--- src/include/topo_pkg.sv ---
package topo_pkg;
   // Register byte offsets
   localparam logic [7:0] OFF_LEAF = 8'h00;
   localparam logic [7:0] OFF_SUB = 8'h04;
   localparam logic [7:0] OFF_LPSEL = 8'h08;
   localparam logic [7:0] OFF_RES_A = 8'h10;
   localparam logic [7:0] OFF_RES_B = 8'h14;
   localparam logic [7:0] OFF_RES_C = 8'h18;
   localparam logic [7:0] OFF_RES_D = 8'h1c;
   localparam logic [7:0] OFF_ICR = 8'h20;
   localparam logic [7:0] OFF_ROUTE = 8'h24;
   localparam logic [7:0] OFF_STAT = 8'h28;
   localparam logic [7:0] OFF_VEC = 8'h2c;
   // Leaf numbers
   localparam logic [31:0] LEAF_BASIC = 32'h0000_0000;
   localparam logic [31:0] LEAF_FEAT = 32'h0000_0001;
   localparam logic [31:0] LEAF_CORE = 32'h0000_0004;
   localparam logic [31:0] LEAF_TOPO = 32'h0000_000b;
   // Field positions
   localparam int MT_FLAG_BIT = 28;
   localparam int X2_FLAG_BIT = 21;
   localparam int ADDR_LP_LSB = 16;
   localparam int INIT_ID_LSB = 24;
   localparam int CORE_LSB = 26;
   localparam int TYPE_LSB = 8;
   localparam int ICR_DEST_LSB = 8;
   localparam int ROUTE_DEST_LSB = 8;
   localparam int ROUTE_EN_BIT = 16;
   localparam int STAT_BSP_LSB = 16;
   // Level type codes and cache type
   localparam logic [7:0] TYPE_SMT = 8'h01;
   localparam logic [7:0] TYPE_CORE = 8'h02;
   localparam logic [4:0] CACHE_DATA = 5'h01;
   // Reset values
   localparam logic [31:0] RST_WORD = 32'h0000_0000;
   localparam logic [7:0] RST_VEC = 8'h00;
   // Bus encodings
   localparam logic [1:0] HTRANS_NONSEQ = 2'b10;
   localparam logic [2:0] HSIZE_WORD = 3'b010;
endpackage

--- src/rtl/cpu_topology_enum.sv ---
// Function
// - Leaf 1 data_reg bit 28 flags multi-threading
// - Leaf 1 base_reg 23:16 addressable logical IDs
// - Leaf 4 accumulator_reg 31:26 cores minus one
// - Extended leaf reports unique 32-bit IDs
// - Single logical processor reports count one
// - Without extended leaf, leaf 0BH base_reg zero
// - Leaf 4 subleafs start at zero, valid below NUM_CACHE, higher ones read zero
// - Extended mode flag independent of extended leaf
// - Each logical processor holds unique ID
// - One bootstrap_processor, rest application_processor
// - Addressed IPI wakes halted processor at vector
// - interrupt_command_register write issues an IPI
// - External interrupts routed to chosen processor
//
// The register offsets and the AHB-Lite interface to the registers were left to the implementer.
`timescale 1ns/1ps
`default_nettype none
module cpu_topology_enum #(
   parameter int NUM_LP = 4,
   parameter int THREADS = 2,
   parameter int NUM_CACHE = 4,
   parameter logic [31:0] MAX_LEAF = 32'h0000_000b,
   parameter bit HAS_TOPO = 1'b1,
   parameter bit MT_CAPABLE = 1'b1,
   parameter bit X2_CAPABLE = 1'b0,
   parameter logic [7:0] ID_BASE = 8'h00,
   // Arbitrary signature value
   parameter logic [31:0] SIGNATURE = 32'h0000_0a5c
) (
   input wire logic clk,
   input wire logic rst,
   input wire logic hsel,
   input wire logic [31:0] haddr,
   input wire logic [1:0] htrans,
   input wire logic hwrite,
   input wire logic [2:0] hsize,
   input wire logic [31:0] hwdata,
   input wire logic hready,
   output logic [31:0] hrdata,
   output logic hreadyout,
   output logic hresp,
   input wire logic ext_irq,
   output logic [NUM_LP-1:0] lp_halted,
   output logic [NUM_LP*8-1:0] lp_vector
);
   localparam int IW = (NUM_LP > 1) ? $clog2(NUM_LP) : 1;
   localparam int CORES = NUM_LP / THREADS;
   localparam int SMT_SHIFT = (THREADS > 1) ? $clog2(THREADS) : 0;
   localparam int PKG_SHIFT = (NUM_LP > 1) ? $clog2(NUM_LP) : 0;
   localparam logic [7:0] ADDR_LP_CNT = (NUM_LP == 1) ? 8'h01 : 8'(1 << PKG_SHIFT);
   localparam logic [5:0] CORE_M1 = 6'(CORES - 1);

   // Parameter sanity
   if (NUM_LP < 1 || NUM_LP > 64 || THREADS < 1 || NUM_LP % THREADS != 0 ||
       NUM_CACHE < 1 || int'(ID_BASE) + NUM_LP > 256) begin : g_chk
      $error("cpu_topology_enum: unsupported parameters");
   end

   logic [31:0] leaf_ff;
   logic [31:0] sub_ff;
   logic [IW-1:0] lpsel_ff;
   logic [15:0] route_ff;
   logic route_en_ff;
   logic [31:0] hrdata_ff;
   logic wr_ff;
   logic [7:0] waddr_ff;
   logic ext_meta_ff;
   logic ext_sync_ff;
   logic ext_prev_ff;
   logic [NUM_LP-1:0] halted_ff;
   logic [7:0] vec_ff [NUM_LP];
   logic [31:0] res_a;
   logic [31:0] res_b;
   logic [31:0] res_c;
   logic [31:0] res_d;
   logic [7:0] sel_id;
   logic addr_ok;
   logic icr_fire;
   logic ext_fire;
   logic [7:0] icr_dest;
   logic [7:0] icr_vec;
   logic [7:0] nxt_rdata_sel;

   // Address phase accepted
   assign addr_ok = hsel && hready && (htrans == topo_pkg::HTRANS_NONSEQ) &&
                    (hsize == topo_pkg::HSIZE_WORD);
   assign nxt_rdata_sel = haddr[7:0];

   // Selected processor ID, unique by index
   assign sel_id = ID_BASE + 8'(lpsel_ff);

   // Identification responses, pure function of query registers
   always_comb begin
      res_a = topo_pkg::RST_WORD;
      res_b = topo_pkg::RST_WORD;
      res_c = topo_pkg::RST_WORD;
      res_d = topo_pkg::RST_WORD;
      if (int'(lpsel_ff) >= NUM_LP || leaf_ff > MAX_LEAF) begin
         res_a = topo_pkg::RST_WORD;
      end else if (leaf_ff == topo_pkg::LEAF_BASIC) begin
         res_a = MAX_LEAF;
      end else if (leaf_ff == topo_pkg::LEAF_FEAT) begin
         res_a = SIGNATURE;
         res_b[topo_pkg::INIT_ID_LSB +: 8] = sel_id;
         res_b[topo_pkg::ADDR_LP_LSB +: 8] = ADDR_LP_CNT;
         res_c[topo_pkg::X2_FLAG_BIT] = X2_CAPABLE;
         res_d[topo_pkg::MT_FLAG_BIT] = MT_CAPABLE;
      end else if (leaf_ff == topo_pkg::LEAF_CORE) begin
         // Subleafs from zero up to NUM_CACHE-1 carry the core count
         if (sub_ff < 32'(NUM_CACHE)) begin
            res_a[topo_pkg::CORE_LSB +: 6] = CORE_M1;
            res_a[4:0] = topo_pkg::CACHE_DATA;
         end
      end else if (leaf_ff == topo_pkg::LEAF_TOPO) begin
         // Extended leaf absent reads all zero
         if (HAS_TOPO) begin
            res_d = {24'h00_0000, sel_id};
            res_c[7:0] = sub_ff[7:0];
            if (sub_ff == 32'h0000_0000) begin
               res_a = 32'(SMT_SHIFT);
               res_b = 32'(THREADS);
               res_c[topo_pkg::TYPE_LSB +: 8] = topo_pkg::TYPE_SMT;
            end else if (sub_ff == 32'h0000_0001) begin
               res_a = 32'(PKG_SHIFT);
               res_b = 32'(NUM_LP);
               res_c[topo_pkg::TYPE_LSB +: 8] = topo_pkg::TYPE_CORE;
            end
         end
      end
   end

   // Data phase tracking for writes
   always_ff @(posedge clk or posedge rst) begin
      if (rst) begin
         wr_ff <= 1'b0;
         waddr_ff <= 8'h00;
      end else begin
         wr_ff <= addr_ok && hwrite;
         if (addr_ok) begin
            waddr_ff <= haddr[7:0];
         end
      end
   end

   // Read data captured at the address phase
   always_ff @(posedge clk or posedge rst) begin
      if (rst) begin
         hrdata_ff <= topo_pkg::RST_WORD;
      end else if (addr_ok && !hwrite) begin
         if (nxt_rdata_sel == topo_pkg::OFF_LEAF) begin
            hrdata_ff <= leaf_ff;
         end else if (nxt_rdata_sel == topo_pkg::OFF_SUB) begin
            hrdata_ff <= sub_ff;
         end else if (nxt_rdata_sel == topo_pkg::OFF_LPSEL) begin
            hrdata_ff <= 32'(lpsel_ff);
         end else if (nxt_rdata_sel == topo_pkg::OFF_RES_A) begin
            hrdata_ff <= res_a;
         end else if (nxt_rdata_sel == topo_pkg::OFF_RES_B) begin
            hrdata_ff <= res_b;
         end else if (nxt_rdata_sel == topo_pkg::OFF_RES_C) begin
            hrdata_ff <= res_c;
         end else if (nxt_rdata_sel == topo_pkg::OFF_RES_D) begin
            hrdata_ff <= res_d;
         end else if (nxt_rdata_sel == topo_pkg::OFF_ROUTE) begin
            hrdata_ff <= {15'h0000, route_en_ff, route_ff};
         end else if (nxt_rdata_sel == topo_pkg::OFF_STAT) begin
            hrdata_ff <= 32'(halted_ff);
            hrdata_ff[topo_pkg::STAT_BSP_LSB +: 8] <= ID_BASE;
         end else if (nxt_rdata_sel == topo_pkg::OFF_VEC) begin
            // Out of range selection reads zero, not an unknown
            if (int'(lpsel_ff) < NUM_LP) begin
               hrdata_ff <= {24'h00_0000, vec_ff[lpsel_ff]};
            end else begin
               hrdata_ff <= topo_pkg::RST_WORD;
            end
         end else begin
            hrdata_ff <= topo_pkg::RST_WORD;
         end
      end
   end

   // Query registers
   always_ff @(posedge clk or posedge rst) begin
      if (rst) begin
         leaf_ff <= topo_pkg::RST_WORD;
         sub_ff <= topo_pkg::RST_WORD;
         lpsel_ff <= '0;
      end else if (wr_ff) begin
         if (waddr_ff == topo_pkg::OFF_LEAF) begin
            leaf_ff <= hwdata;
         end else if (waddr_ff == topo_pkg::OFF_SUB) begin
            sub_ff <= hwdata;
         end else if (waddr_ff == topo_pkg::OFF_LPSEL) begin
            lpsel_ff <= hwdata[IW-1:0];
         end
      end
   end

   // External routing register
   always_ff @(posedge clk or posedge rst) begin
      if (rst) begin
         route_ff <= 16'h0000;
         route_en_ff <= 1'b0;
      end else if (wr_ff && waddr_ff == topo_pkg::OFF_ROUTE) begin
         route_ff <= hwdata[15:0];
         route_en_ff <= hwdata[topo_pkg::ROUTE_EN_BIT];
      end
   end

   // Command write fires an interprocessor interrupt
   assign icr_fire = wr_ff && (waddr_ff == topo_pkg::OFF_ICR);
   assign icr_dest = hwdata[topo_pkg::ICR_DEST_LSB +: 8];
   assign icr_vec = hwdata[7:0];

   // External interrupt synchroniser and edge detect
   always_ff @(posedge clk or posedge rst) begin
      if (rst) begin
         ext_meta_ff <= 1'b0;
         ext_sync_ff <= 1'b0;
         ext_prev_ff <= 1'b0;
      end else begin
         ext_meta_ff <= ext_irq;
         ext_sync_ff <= ext_meta_ff;
         ext_prev_ff <= ext_sync_ff;
      end
   end
   assign ext_fire = ext_sync_ff && !ext_prev_ff && route_en_ff;

   // Per processor halt state and start vector
   for (genvar i = 0; i < NUM_LP; i++) begin : g_lp
      localparam logic [7:0] MY_ID = ID_BASE + 8'(i);
      localparam bit IS_BSP = (i == 0);
      logic hit_icr;
      logic hit_ext;
      assign hit_icr = icr_fire && (icr_dest == MY_ID);
      assign hit_ext = ext_fire && (route_ff[topo_pkg::ROUTE_DEST_LSB +: 8] == MY_ID);
      always_ff @(posedge clk or posedge rst) begin
         if (rst) begin
            halted_ff[i] <= !IS_BSP;
            vec_ff[i] <= topo_pkg::RST_VEC;
         end else if (halted_ff[i] && hit_icr) begin
            halted_ff[i] <= 1'b0;
            vec_ff[i] <= icr_vec;
         end else if (halted_ff[i] && hit_ext) begin
            halted_ff[i] <= 1'b0;
            vec_ff[i] <= route_ff[7:0];
         end
      end
      assign lp_vector[i*8 +: 8] = vec_ff[i];

      // Addressed command wakes this processor with its vector
      property p_wake;
         @(posedge clk) disable iff (rst)
         (icr_fire && icr_dest == MY_ID && halted_ff[i])
         |=> !lp_halted[i] && lp_vector[i*8 +: 8] == $past(icr_vec);
      endproperty
      a_wake: assert property (p_wake) else $error("ipi did not wake");
   end

   assign lp_halted = halted_ff;
   assign hrdata = hrdata_ff;
   assign hreadyout = 1'b1;
   assign hresp = 1'b0;

   // Checks
   property p_mt_flag;
      @(posedge clk) disable iff (rst)
      (leaf_ff == topo_pkg::LEAF_FEAT && int'(lpsel_ff) < NUM_LP && MAX_LEAF >= 1)
      |-> res_d[topo_pkg::MT_FLAG_BIT] == MT_CAPABLE;
   endproperty
   a_mt_flag: assert property (p_mt_flag) else $error("mt flag wrong");

   property p_addr_lp;
      @(posedge clk) disable iff (rst)
      (leaf_ff == topo_pkg::LEAF_FEAT && int'(lpsel_ff) < NUM_LP && MAX_LEAF >= 1)
      |-> res_b[topo_pkg::ADDR_LP_LSB +: 8] >= 8'(NUM_LP) &&
          res_b[topo_pkg::ADDR_LP_LSB +: 8] != 8'h00;
   endproperty
   a_addr_lp: assert property (p_addr_lp) else $error("lp count wrong");

   property p_one_lp;
      @(posedge clk) disable iff (rst)
      (NUM_LP == 1 && leaf_ff == topo_pkg::LEAF_FEAT && lpsel_ff == '0 && MAX_LEAF >= 1)
      |-> res_b[topo_pkg::ADDR_LP_LSB +: 8] == 8'h01;
   endproperty
   a_one_lp: assert property (p_one_lp) else $error("single count wrong");

   property p_core;
      @(posedge clk) disable iff (rst)
      (leaf_ff == topo_pkg::LEAF_CORE && sub_ff < 32'(NUM_CACHE) &&
       int'(lpsel_ff) < NUM_LP && MAX_LEAF >= 4)
      |-> res_a[topo_pkg::CORE_LSB +: 6] == CORE_M1;
   endproperty
   a_core: assert property (p_core) else $error("core count wrong");

   property p_topo_zero;
      @(posedge clk) disable iff (rst)
      (!HAS_TOPO && leaf_ff == topo_pkg::LEAF_TOPO) |-> res_b == 32'h0000_0000;
   endproperty
   a_topo_zero: assert property (p_topo_zero) else $error("leaf 0b not zero");

   property p_topo_id;
      @(posedge clk) disable iff (rst)
      (HAS_TOPO && leaf_ff == topo_pkg::LEAF_TOPO && MAX_LEAF >= 11 &&
       int'(lpsel_ff) < NUM_LP) |-> res_d == {24'h00_0000, sel_id} && res_b != 0 ||
       sub_ff > 1;
   endproperty
   a_topo_id: assert property (p_topo_id) else $error("extended id wrong");

   property p_bsp;
      @(posedge clk) disable iff (rst)
      !lp_halted[0];
   endproperty
   a_bsp: assert property (p_bsp) else $error("bootstrap halted");

   property p_ext;
      @(posedge clk) disable iff (rst)
      ($rose(ext_sync_ff) && route_en_ff && !icr_fire &&
       route_ff[15:8] == ID_BASE + 8'(NUM_LP - 1) && halted_ff[NUM_LP-1])
      |=> !lp_halted[NUM_LP-1] && lp_vector[NUM_LP*8-1 -: 8] == $past(route_ff[7:0]);
   endproperty
   a_ext: assert property (p_ext) else $error("external route failed");

   property p_const;
      @(posedge clk) disable iff (rst)
      ($stable(leaf_ff) && $stable(sub_ff) && $stable(lpsel_ff))
      |-> $stable(res_a) && $stable(res_b) && $stable(res_c) && $stable(res_d);
   endproperty
   a_const: assert property (p_const) else $error("response not constant");

   property p_read;
      @(posedge clk) disable iff (rst)
      (addr_ok && !hwrite && haddr[7:0] == topo_pkg::OFF_RES_B) |=> hrdata == $past(res_b);
   endproperty
   a_read: assert property (p_read) else $error("read data wrong");

   c_wake: cover property (@(posedge clk) disable iff (rst) $fell(lp_halted[NUM_LP-1]));
   c_leaf1: cover property (@(posedge clk) disable iff (rst)
      addr_ok && !hwrite && haddr[7:0] == topo_pkg::OFF_RES_D && leaf_ff == 32'h1);
   c_ext: cover property (@(posedge clk) disable iff (rst) ext_fire);
   c_topo: cover property (@(posedge clk) disable iff (rst)
      addr_ok && !hwrite && haddr[7:0] == topo_pkg::OFF_RES_B && leaf_ff == topo_pkg::LEAF_TOPO);
endmodule
`default_nettype wire

--- config.mk ---
export PLATFORM = sky130hd
export DESIGN_NAME = cpu_topology_enum
export DESIGN_NICKNAME = d
export VERILOG_FILES = /design/src/include/topo_pkg.sv /design/src/rtl/cpu_topology_enum.sv
export SDC_FILE = /design/constraint.sdc
export NUM_CORES = 1
export LEC_CHECK = 0
export ABC_CLOCK_PERIOD_IN_PS = 5200
export BUFFER_PORTS_ARGS = -buffer_cell sky130_fd_sc_hd__buf_2
export CAP_MARGIN = 15
export CORE_MARGIN = 10
export CORE_UTILIZATION = 32
export DETAILED_ROUTE_END_ITERATION = 7
export HOLD_SLACK_MARGIN = 0.12
export PLACE_DENSITY = 0.53
export RECOVER_POWER = 50
export SYNTH_ARGS = -nofsm -noshare
export SYNTH_HDL_FRONTEND = slang
export SYNTH_SLANG_ARGS = --single-unit
--- constraint.sdc ---
create_clock -name clk -period 5.2 [get_ports clk]
set_input_delay 0.52 -clock clk [delete_from_list [all_inputs] [get_ports clk]]
set_output_delay 0.52 -clock clk [all_outputs]
set_load 0.05 [all_outputs]
==> results.py, run 1 <==
metrics = {
    "global_route": {
        "antenna_found_initial": 1,
        "grt_pass1_vias": 5825,
        "grt.total_usage_pct": 15.3,
        "grt_max_degree": 64,
        "grt_overflow": 0,
        "grt_pass1_wl_um": 34700,
    },
    "logic_synthesis": {
        "yosysTopAreaCell": "dfrtp_1",
        "syn_avg_cell_area_um2": 11.1,
        "synthCells": 669,
        "synth_top_area_share_pct": 50.8,
        "synth_seq_cells": 154,
        "yosysSeqAreaShare_pct": 51.9,
        "synth_area_um2": 7430,
        "async_reset_ff_share_pct": 100,
        "ys_warn_count": 0,
        "synth_flop_cell": "dfrtp_1",
        "synth-edff-count": 0,
        "synth.top_cells.by_area": "dfrtp_1, mux2_2, mux2i_1",
        "ys_types": 61,
    },
    "finish": {
        "drive_gt1_share_pct": 30.4,
        "final_cell_mix": "dfrtp_1, mux2_2, buf_2",
        "area_growth_pct": 18.3,
        "layout_commonest_cell": "dfrtp_1",
        "fin_nets": 841,
    },
    "sta": {
        "rsz0062_at_grt": "no",
        "setup_tns_ns": 0,
        "finalHoldViolCount": 0,
        "drv_slew": 64,
        "hold_slack_ns": 0.191,
        "setup_viol_count_final": 0,
        "period_share_pct": 62.9,
        "relSlewSlack_pct": -84.1,
        "fmax_mhz": 306,
        "skew_ns": 0.00903,
        "finalCriticalPeriod_ns": 3.27,
        "worstMarginPinSlew_ns": 2.75,
    },
    "clock_network": {
        "ctsHoldBuffers": 0,
        "cts.clk_slew.worst_paths_ns": 0.06,
        "clk_latency_ns": 0.43,
        "cts_resized": 0,
        "cts_tree": "yes",
        "cts_inserted_buffers": 17,
        "postCtsSetupBuffers": 0,
        "cts-root-buf": "clkbuf_16",
        "numClockSinks": 154,
        "clockBufferDepth": 2,
        "htree_levels": 4,
    },
    "route": {
        "routed_wl_um": 22400,
        "first_pass_iters": 5,
        "drc": 0,
        "drt_iter0_markers": 411,
        "final_antenna_net_count": 0,
        "wire_per_inst_um": 20.5,
        "via_count": 5660,
        "viasPerCell": 5.18,
    },
    "die": {
        "die_area_um2": 29700,
        "rows": 55,
        "start_util_pct": 32.6,
        "core_um2": 22800,
        "die_h_um": 172,
        "die_w_um": 172,
        "pin_count": 145,
    },
    "setup_path": {
        "slowest_stage": "clkinvlp_2",
        "cp_slowest_stage_delay_ns": 1.54,
        "worstPathArrival_ns": 3.55,
        "end_kind": "async pin",
        "crit_chain": "buf_2, clkinvlp_2, clkbuf_2",
        "cp.required_ns": 5.48,
        "critPathKind": "in -> async",
        "critPathMaxFanout": 63,
        "cp-start-kind": "primary input",
    },
    "pwr": {
        "power_per_cell_area_nw_per_um2": 334,
        "leakagePower_nw": 3.99,
        "vdd_drop_max_v": 0.000177,
    },
    "status": {
        "violations": "capacitance limit, slew limit",
        "status": "complete, but fails checks",
    },
    "worst_hold_path": {
        "hp-class": "in -> reg",
    },
    "placement": {
        "routabilityCongestion": 0.853,
        "port-buffer-count": 109,
        "hpwl_um": 16100,
    },
    "run": {
        "maxCapViolCount": 2,
    },
}
==> metrics by stage <==
stage / utilization, % / setup WS (ns) / total power [mW] / area [um^2] / instances
after detailed placement: 36.0 / 1.93 / 1.64 / 8210 / 1060
after floorplan: - / 0.535 / 1.54 / 7470 / 678
after global placement: 36.0 / 1.96 / 1.64 / 8210 / 1060
final: 38.6 / 1.93 / 2.94 / 8800 / 1093
after global routing: 38.6 / 1.26 / 3.05 / 8800 / 1093
after CTS: 38.8 / 2.19 / 2.97 / 8830 / 1092
==> where the power goes <==
part	internal, mW	switching (mW)
Sequential	1.26	0.0578
Clock	0.780	0.543
Combinational	0.0898	0.211
Total	2.13	0.811
==> cell usage after synthesis, types with 8 or more instances <==
library cell,number
dfrtp_1,151
mux2_2,89
nor2_1,63
nand2_1,51
o21ai_0,45
mux2i_1,27
a21oi_1,26
clkbuf_1,20
nor4_1,20
a221oi_1,18
buf_4,16
inv_1,15
nor3_1,12
buf_2,9
nand3_1,9
a222oi_1,8
a31oi_1,8
==> final cells by class <==
| cell class | instances | area [um^2] |
|---|---|---|
| clock buffer | 18 | 439 |
| clock inverter | 14 | 183 |
| fill | 2309 | 14000 |
| inverter | 15 | 57.6 |
| antenna | 1 | 2.50 |
| tap | 313 | 392 |
| sequential | 154 | 3860 |
| multi-input combinational | 461 | 3290 |
| timing repair buffer | 117 | 574 |
==> worst max-delay path: cells and delay by family <==
kind,cells,cell delay [ns]
buffers and inverters,3,2.97
==> final timing paths <==
path	start	end	slack (ns)	depth (start not counted)
setup reg to reg	waddr_ff[7]	sub_ff[21]	2.20	5
setup / recovery	rst	lp_vector[22]	1.93	3
hold reg to reg	ext_meta_ff	ext_sync_ff	0.35	0
max in group clk	waddr_ff[7]	sub_ff[21]	2.20	5
min in group asynchronous	rst	sub_ff[27]	0.85	2
hold / removal	ext_irq	ext_meta_ff	0.19	1
==> flip-flops by register name, indices dropped and copies added (netlist names) <==
| name | count |
|---|---|
| lpsel_ff | 2 |
| wr_ff | 1 |
| lp_halted | 3 |
| lp_vector | 24 |
| route_en_ff | 1 |
| route_ff | 16 |
| waddr_ff | 8 |
| ext_prev_ff | 1 |
| leaf_ff | 32 |
| hrdata | 32 |
| ext_meta_ff | 1 |
| sub_ff | 32 |
| ext_sync_ff | 1 |
==> kinds of logic (layout without fill, tap and decap cells) <==
group,count (synthesis),after routing,share of synthesized area [%]
compound gates,133,133,12.2
buf+inv,63,164,4.44
flops,154,154,51.9
mux,117,117,17.3
other cells,2,12,0.101
simple gates,200,200,14.1
==> layer usage <==
layer | share of wire [%] | GRT usage (%) | up-vias | wire, um
li1 | - | - | 2640 | -
met3 | 3.7 | 2.78 | 24 | 837
met5 | 0 | 0 | - | 0
met2 | 51 | 25.6 | 116 | 11400
met4 | 1.9 | 5.36 | 0 | 417
met1 | 44 | 19.3 | 2880 | 9740
Power figures use the tool's default switching activity.
==> inputs of run 2 (changes only) <==
Settings changed: ABC_CLOCK_PERIOD_IN_PS 5200 to 3200.
Clock period 5.2 ns to 3.2 ns, I/O delays scaled along.
==> run 2 against run 1 <==
The run now ends clean. Cell count grew 1.2%. Die area is the same. Flip-flop and latch count is the same. Core utilization grew 0.24 points. Worst hold slack lost 0.051 ns. Via count is essentially flat. Cell area grew 0.63%. Combinational power grew 64%. Sequential share of layout area shrank 0.27 points. Sequential power grew 63%. Critical path type is now reg -> reg. Largest cell class unchanged.
==> results.py, run 2 (same netlist as run 1, synthesis figures left out) <==
metrics = {
    "clock_network": {
        "cts.clk_slew.worst_paths_ns": 0.07,
        "numClockSinks": 154,
        "cts_inserted_buffers": 17,
        "cts_tree": "yes",
        "cts-root-buf": "clkbuf_16",
        "htree_levels": 4,
        "clk_latency_ns": 0.43,
        "clockBufferDepth": 2,
        "cts_resized": 0,
    },
    "die": {
        "die_area_um2": 29700,
        "core_um2": 22800,
        "start_util_pct": 32.6,
        "die_h_um": 172,
        "pin_count": 145,
        "rows": 55,
        "die_w_um": 172,
    },
    "placement": {
        "hpwl_um": 16200,
        "dp.cells": 1070,
        "place_area_um2": 8290,
        "routabilityCongestion": 0.831,
        "port-buffer-count": 109,
    },
    "pwr": {
        "vdd_drop_max_v": 0.000235,
        "power_per_cell_area_nw_per_um2": 533,
        "leakagePower_nw": 3.92,
    },
    "finish": {
        "final_cell_mix": "dfrtp_1, mux2_2, nor2_1",
        "area_growth_pct": 19.1,
        "fin_nets": 854,
        "drive_gt1_share_pct": 26.9,
        "postLayoutCoreUtil_pct": 38.9,
        "fin_area_um2": 8850,
        "layout_commonest_cell": "dfrtp_1",
        "fill_cells": 2288,
        "fin_cells": 1106,
    },
    "sta": {
        "worstMarginPinSlew_ns": 1.32,
        "setup_viol_count_final": 0,
        "period_share_pct": 80.4,
        "fmax_mhz": 389,
        "skew_ns": 0.0161,
        "finalHoldViolCount": 0,
        "finalCriticalPeriod_ns": 2.57,
        "setup_tns_ns": 0,
        "relSlewSlack_pct": 11.7,
        "drv_slew": 0,
        "rsz0062_at_grt": "no",
    },
    "route": {
        "drc": 0,
        "viasPerCell": 5.11,
        "final_antenna_net_count": 0,
        "via_count": 5656,
        "wire_per_inst_um": 19.9,
        "first_pass_iters": 5,
        "routed_wl_um": 22000,
        "drt_iter0_markers": 478,
    },
    "global_route": {
        "grt_pass1_vias": 5843,
        "grt_pass1_wl_um": 34100,
        "grt.total_usage_pct": 15.1,
        "antenna_found_initial": 1,
        "grt_max_degree": 94,
        "grt_overflow": 0,
    },
    "setup_path": {
        "cp.required_ns": 3.51,
        "critPathKind": "reg -> reg",
        "critPathMaxFanout": 33,
        "cp-start-kind": "register",
        "end_kind": "register",
        "worstPathArrival_ns": 2.88,
    },
    "worst_hold_path": {
        "hp-class": "in -> reg",
    },
    "run": {
        "maxCapViolCount": 0,
    },
    "status": {
        "status": "finished clean",
    },
}
run 2: area by class of cell:
type | count | area, um^2 | area share, %
clock buffer | 18 | 439 | 4.96
timing repair buffer | 130 | 634 | 7.17
clock inverter | 14 | 178 | 2.01
sequential | 154 | 3860 | 43.6
inverter | 15 | 57.6 | 0.650
tap | 313 | 392 | 4.42
antenna | 1 | 2.50 | 0.0283
multi-input combinational | 461 | 3290 | 37.2
run 2: critical path: stages, from the launching register on:
cell     delay, ns
dfrtp_1       0.38
or4b_4        0.56
nor4_4        0.45
and2_1        0.21
buf_4         0.41
mux2_2        0.40
run 2: what timing repair did:
action / CTS / global route
hold buffers: 3 / 0
endpoints found under the setup margin: 0 / 0
setup buffers: 0 / 0
hold endpoints to repair: 23 / 0
run 2: layer usage:
| layer | vias to the layer above | global-route usage, % | wire [um] |
|---|---|---|---|
| met5 | - | 0 | 0 |
| met4 | 0 | 4.54 | 299 |
| met3 | 16 | 3.40 | 864 |
| met2 | 105 | 25.5 | 11200 |
| met1 | 2863 | 18.8 | 9650 |
| li1 | 2672 | - | - |
run 2: per-stage QoR:
step / hold WS (ns) / setup slack, ns / power [mW]
after floorplan: 0.331 / 0.938 / 2.50
after global placement: 0.332 / 0.616 / 2.67
after detailed placement: 0.340 / 0.616 / 2.67
after CTS: 0.121 / 0.631 / 4.79
after global routing: 0.122 / 0.331 / 4.92
final: 0.141 / 0.628 / 4.72
run 2: power breakdown:
group,internal [mW],total (mW),leakage [nW],switching (mW)
Sequential,2.04,2.13,1.99,0.0897
Clock,1.21,2.10,0.303,0.894
Combinational,0.146,0.491,1.63,0.345
Total,3.39,4.72,3.92,1.33
run 2: worst paths after layout:
path                       depth (start not counted)  slack [ns]       endpoint         from
max                                                5        0.63    leaf_ff[15]  waddr_ff[7]
min                                                2        0.14    leaf_ff[31]   hwdata[31]
max reg2reg                                        5        0.63    leaf_ff[15]  waddr_ff[7]
min reg2reg                                        0        0.35    ext_sync_ff  ext_meta_ff
max in group asynchronous                          4        0.73  lp_vector[15]          rst
min in group asynchronous                          3        0.60     hrdata[29]          rst
==> inputs of run 3 (changes only) <==
Settings changed: ABC_AREA set to 1, ABC_CLOCK_PERIOD_IN_PS 3200 to 2200, PLACE_DENSITY 0.53 to 0.55.
Clock period 3.2 ns to 2.2 ns, I/O delays scaled along.
==> run 3 against run 2 <==
Largest cell class unchanged. Sequential share of layout area shrank 4.1 points. Area after synthesis grew 7.0%. Die area grew 6.1%. Worst setup slack lost 0.34 ns. Cell count grew 32%. Register-to-register slack lost 0.33 ns. Synthesized cell count grew 45%.
==> results.py, run 3 <==
metrics = {
    "clock_network": {
        "cts-root-buf": "clkbuf_16",
        "numClockSinks": 154,
        "clk_latency_ns": 0.43,
        "clockBufferDepth": 2,
        "cts_inserted_buffers": 17,
        "cts_tree": "yes",
        "htree_levels": 4,
        "cts.clk_slew.worst_paths_ns": 0.06,
    },
    "setup_path": {
        "worstPathArrival_ns": 2.28,
        "rr_worst_depth": 11,
        "slowest_stage": "dlygate4sd3_1",
        "crit_chain": "dlygate4sd3_1, buf_2, nor2_4, nand3_2, nor2_4, buf_4, nand2_1, a31oi_1, o21ai_1, nand2_1",
        "cp_slowest_stage_delay_ns": 0.53,
        "critPathKind": "in -> reg",
        "cp-start-kind": "primary input",
        "end_kind": "register",
        "critPathMaxFanout": 15,
        "cp.required_ns": 2.57,
    },
    "sta": {
        "skew_ns": 0.0117,
        "finalWorstSetupSlack_ns": 0.285,
        "setup_viol_count_final": 0,
        "relSlewSlack_pct": 19.6,
        "worstMarginPinSlew_ns": 1.21,
        "rsz0062_at_grt": "no",
        "setup_tns_ns": 0,
        "finalHoldViolCount": 0,
        "drv_slew": 0,
        "period_share_pct": 87.1,
        "fmax_mhz": 522,
        "finalCriticalPeriod_ns": 1.92,
    },
    "route": {
        "wire_per_inst_um": 16.0,
        "via_count": 6947,
        "drt_iter0_markers": 455,
        "first_pass_iters": 5,
        "viasPerCell": 4.76,
        "drc": 0,
        "final_antenna_net_count": 0,
        "routed_wl_um": 23400,
    },
    "die": {
        "rows": 57,
        "die_w_um": 178,
        "core_um2": 24400,
        "start_util_pct": 32.6,
        "pin_count": 145,
        "die_area_um2": 31500,
        "die_h_um": 178,
    },
    "finish": {
        "postLayoutCoreUtil_pct": 40.1,
        "fill_cells": 2542,
        "drive_gt1_share_pct": 20.5,
        "area_growth_pct": 23.0,
        "regArea_um2": 3860,
        "fin_nets": 1197,
        "multiInputGateArea_um2": 3460,
        "layout_commonest_cell": "nand2_1",
        "final_cell_mix": "nand2_1, dfrtp_1, nor2_1",
    },
    "logic_synthesis": {
        "syn_avg_cell_area_um2": 8.19,
        "synth_flop_cell": "dfrtp_1",
        "synth_area_um2": 7950,
        "synth.top_cells.by_area": "dfrtp_1, nand2_1, nor2_1",
        "ys_warn_count": 0,
        "synth_top_area_share_pct": 47.5,
        "synth_seq_cells": 154,
        "synth-edff-count": 0,
        "synthCells": 971,
        "yosysMostFrequentCell": "nand2_1",
        "async_reset_ff_share_pct": 100,
        "yosysTopAreaCell": "dfrtp_1",
        "ys_types": 45,
        "synth.top_cells.by_count": "nand2_1, dfrtp_1, nor2_1",
        "yosysSeqAreaShare_pct": 48.5,
    },
    "pwr": {
        "seqPwrFrac_pct": 45.6,
        "p_switching_mw": 1.75,
        "intPower_mw": 5.01,
        "sw_frac_of_total_pct": 25.9,
        "pwr-share-comb_pct": 9.5,
        "clkPwrFrac_pct": 45.0,
        "leakagePower_nw": 4.77,
        "vdd_drop_max_v": 0.000400,
        "power_per_cell_area_nw_per_um2": 691,
    },
    "placement": {
        "port-buffer-count": 109,
        "routabilityCongestion": 0.855,
        "hpwl_um": 17300,
        "place_ws_ns": 0.318,
    },
    "worst_hold_path": {
        "hp-class": "in -> reg",
        "hold_depth": 3,
    },
    "global_route": {
        "grt_pass1_wl_um": 37800,
        "grt_overflow": 0,
        "grt_max_degree": 89,
        "grt.total_usage_pct": 15.1,
        "grt_pass1_vias": 6976,
        "antenna_found_initial": 1,
    },
    "status": {
        "status": "finished clean",
    },
    "run": {
        "maxCapViolCount": 0,
    },
}
[run 3: changes by cell type after synthesis, sizes merged, moves of 9 or more]
| cell | previous run | this run |
|---|---|---|
| nor2 | 65 | 107 |
| o211ai | 1 | 11 |
| nor4 | 23 | 3 |
| a2bb2oi | 1 | 10 |
| nand2 | 51 | 288 |
| inv | 15 | 90 |
| nand3 | 10 | 34 |
| mux2i | 27 | 0 |
| nor3 | 13 | 3 |
| a221oi | 18 | 6 |
| a21oi | 26 | 43 |
| o21ai | 45 | 142 |
| mux2 | 90 | 4 |
[run 3: area by class of cell]
type                            count  area share, %
Sequential cell                   154           39.5
Multi-Input combinational cell    687           35.4
Timing Repair Buffer              170           11.2
Clock buffer                       18           4.49
Tap cell                          324           4.15
Inverter                           92           3.56
Clock inverter                     13           1.72
Antenna cell                        1         0.0256
[run 3: final timing paths]
kind                             startpoint            to  slack (ns)
worst max-delay path               haddr[7]    hrdata[11]        0.28
worst min-delay path               haddr[3]   waddr_ff[3]        0.16
worst max register to register  lpsel_ff[1]     hrdata[2]        0.30
worst min register to register  ext_meta_ff   ext_sync_ff        0.36
max in group asynchronous               rst    hrdata[28]        0.64
min in group asynchronous               rst  route_ff[12]        0.71
[run 3: kinds of logic after synthesis]
group | after synthesis | synth area share [%]
AOI/OAI and AO/OA | 219 | 17.0
buffers and inverters | 139 | 8.31
DFF | 154 | 48.5
muxes | 4 | 0.567
other | 2 | 0.0945
and+or+nand+nor | 453 | 25.6
[run 3: worst max-delay path, delay by kind of cell]
family / cells / cell delay, ns
and+or+nand+nor: 5 / 0.80
buffers and inverters: 3 / 0.97
AOI/OAI and AO/OA: 2 / 0.28
[run 3: stage by stage]
stage	cells	instance area, um^2	power [mW]	hold WS, ns
finish	1459	9780	6.76	0.162
global route	1459	9780	7.03	0.177
CTS	1458	9830	6.84	0.157
detailed placement	1388	8830	3.74	0.353
global placement	1388	8830	3.73	0.340
floorplan	980	7990	3.55	0.251
[run 3: what timing repair did]
| action | CTS | global route |
|---|---|---|
| gates resized for setup | 0 | 0 |
| setup buffers | 0 | 0 |
| hold buffers | 39 | 0 |
| endpoints found under the hold margin | 207 | 0 |
[run 3: power groups by stage]
stage / clock [mW] / combinational (mW) / sequential [mW]
finish: 3.04 / 0.640 / 3.08
global route: 3.23 / 0.707 / 3.10
global placement: 0 / 0.604 / 3.13
detailed placement: 0 / 0.612 / 3.13
floorplan: 0 / 0.360 / 3.19
CTS: 3.10 / 0.667 / 3.08
[run 3: per-layer routing]
metal	routed length, um	part of all wire [%]	global-route usage, %
met2	11600	49	25.5
met3	1430	6.1	3.55
met1	10100	43	19.0
met4	358	1.5	4.20
met5	0	0	0
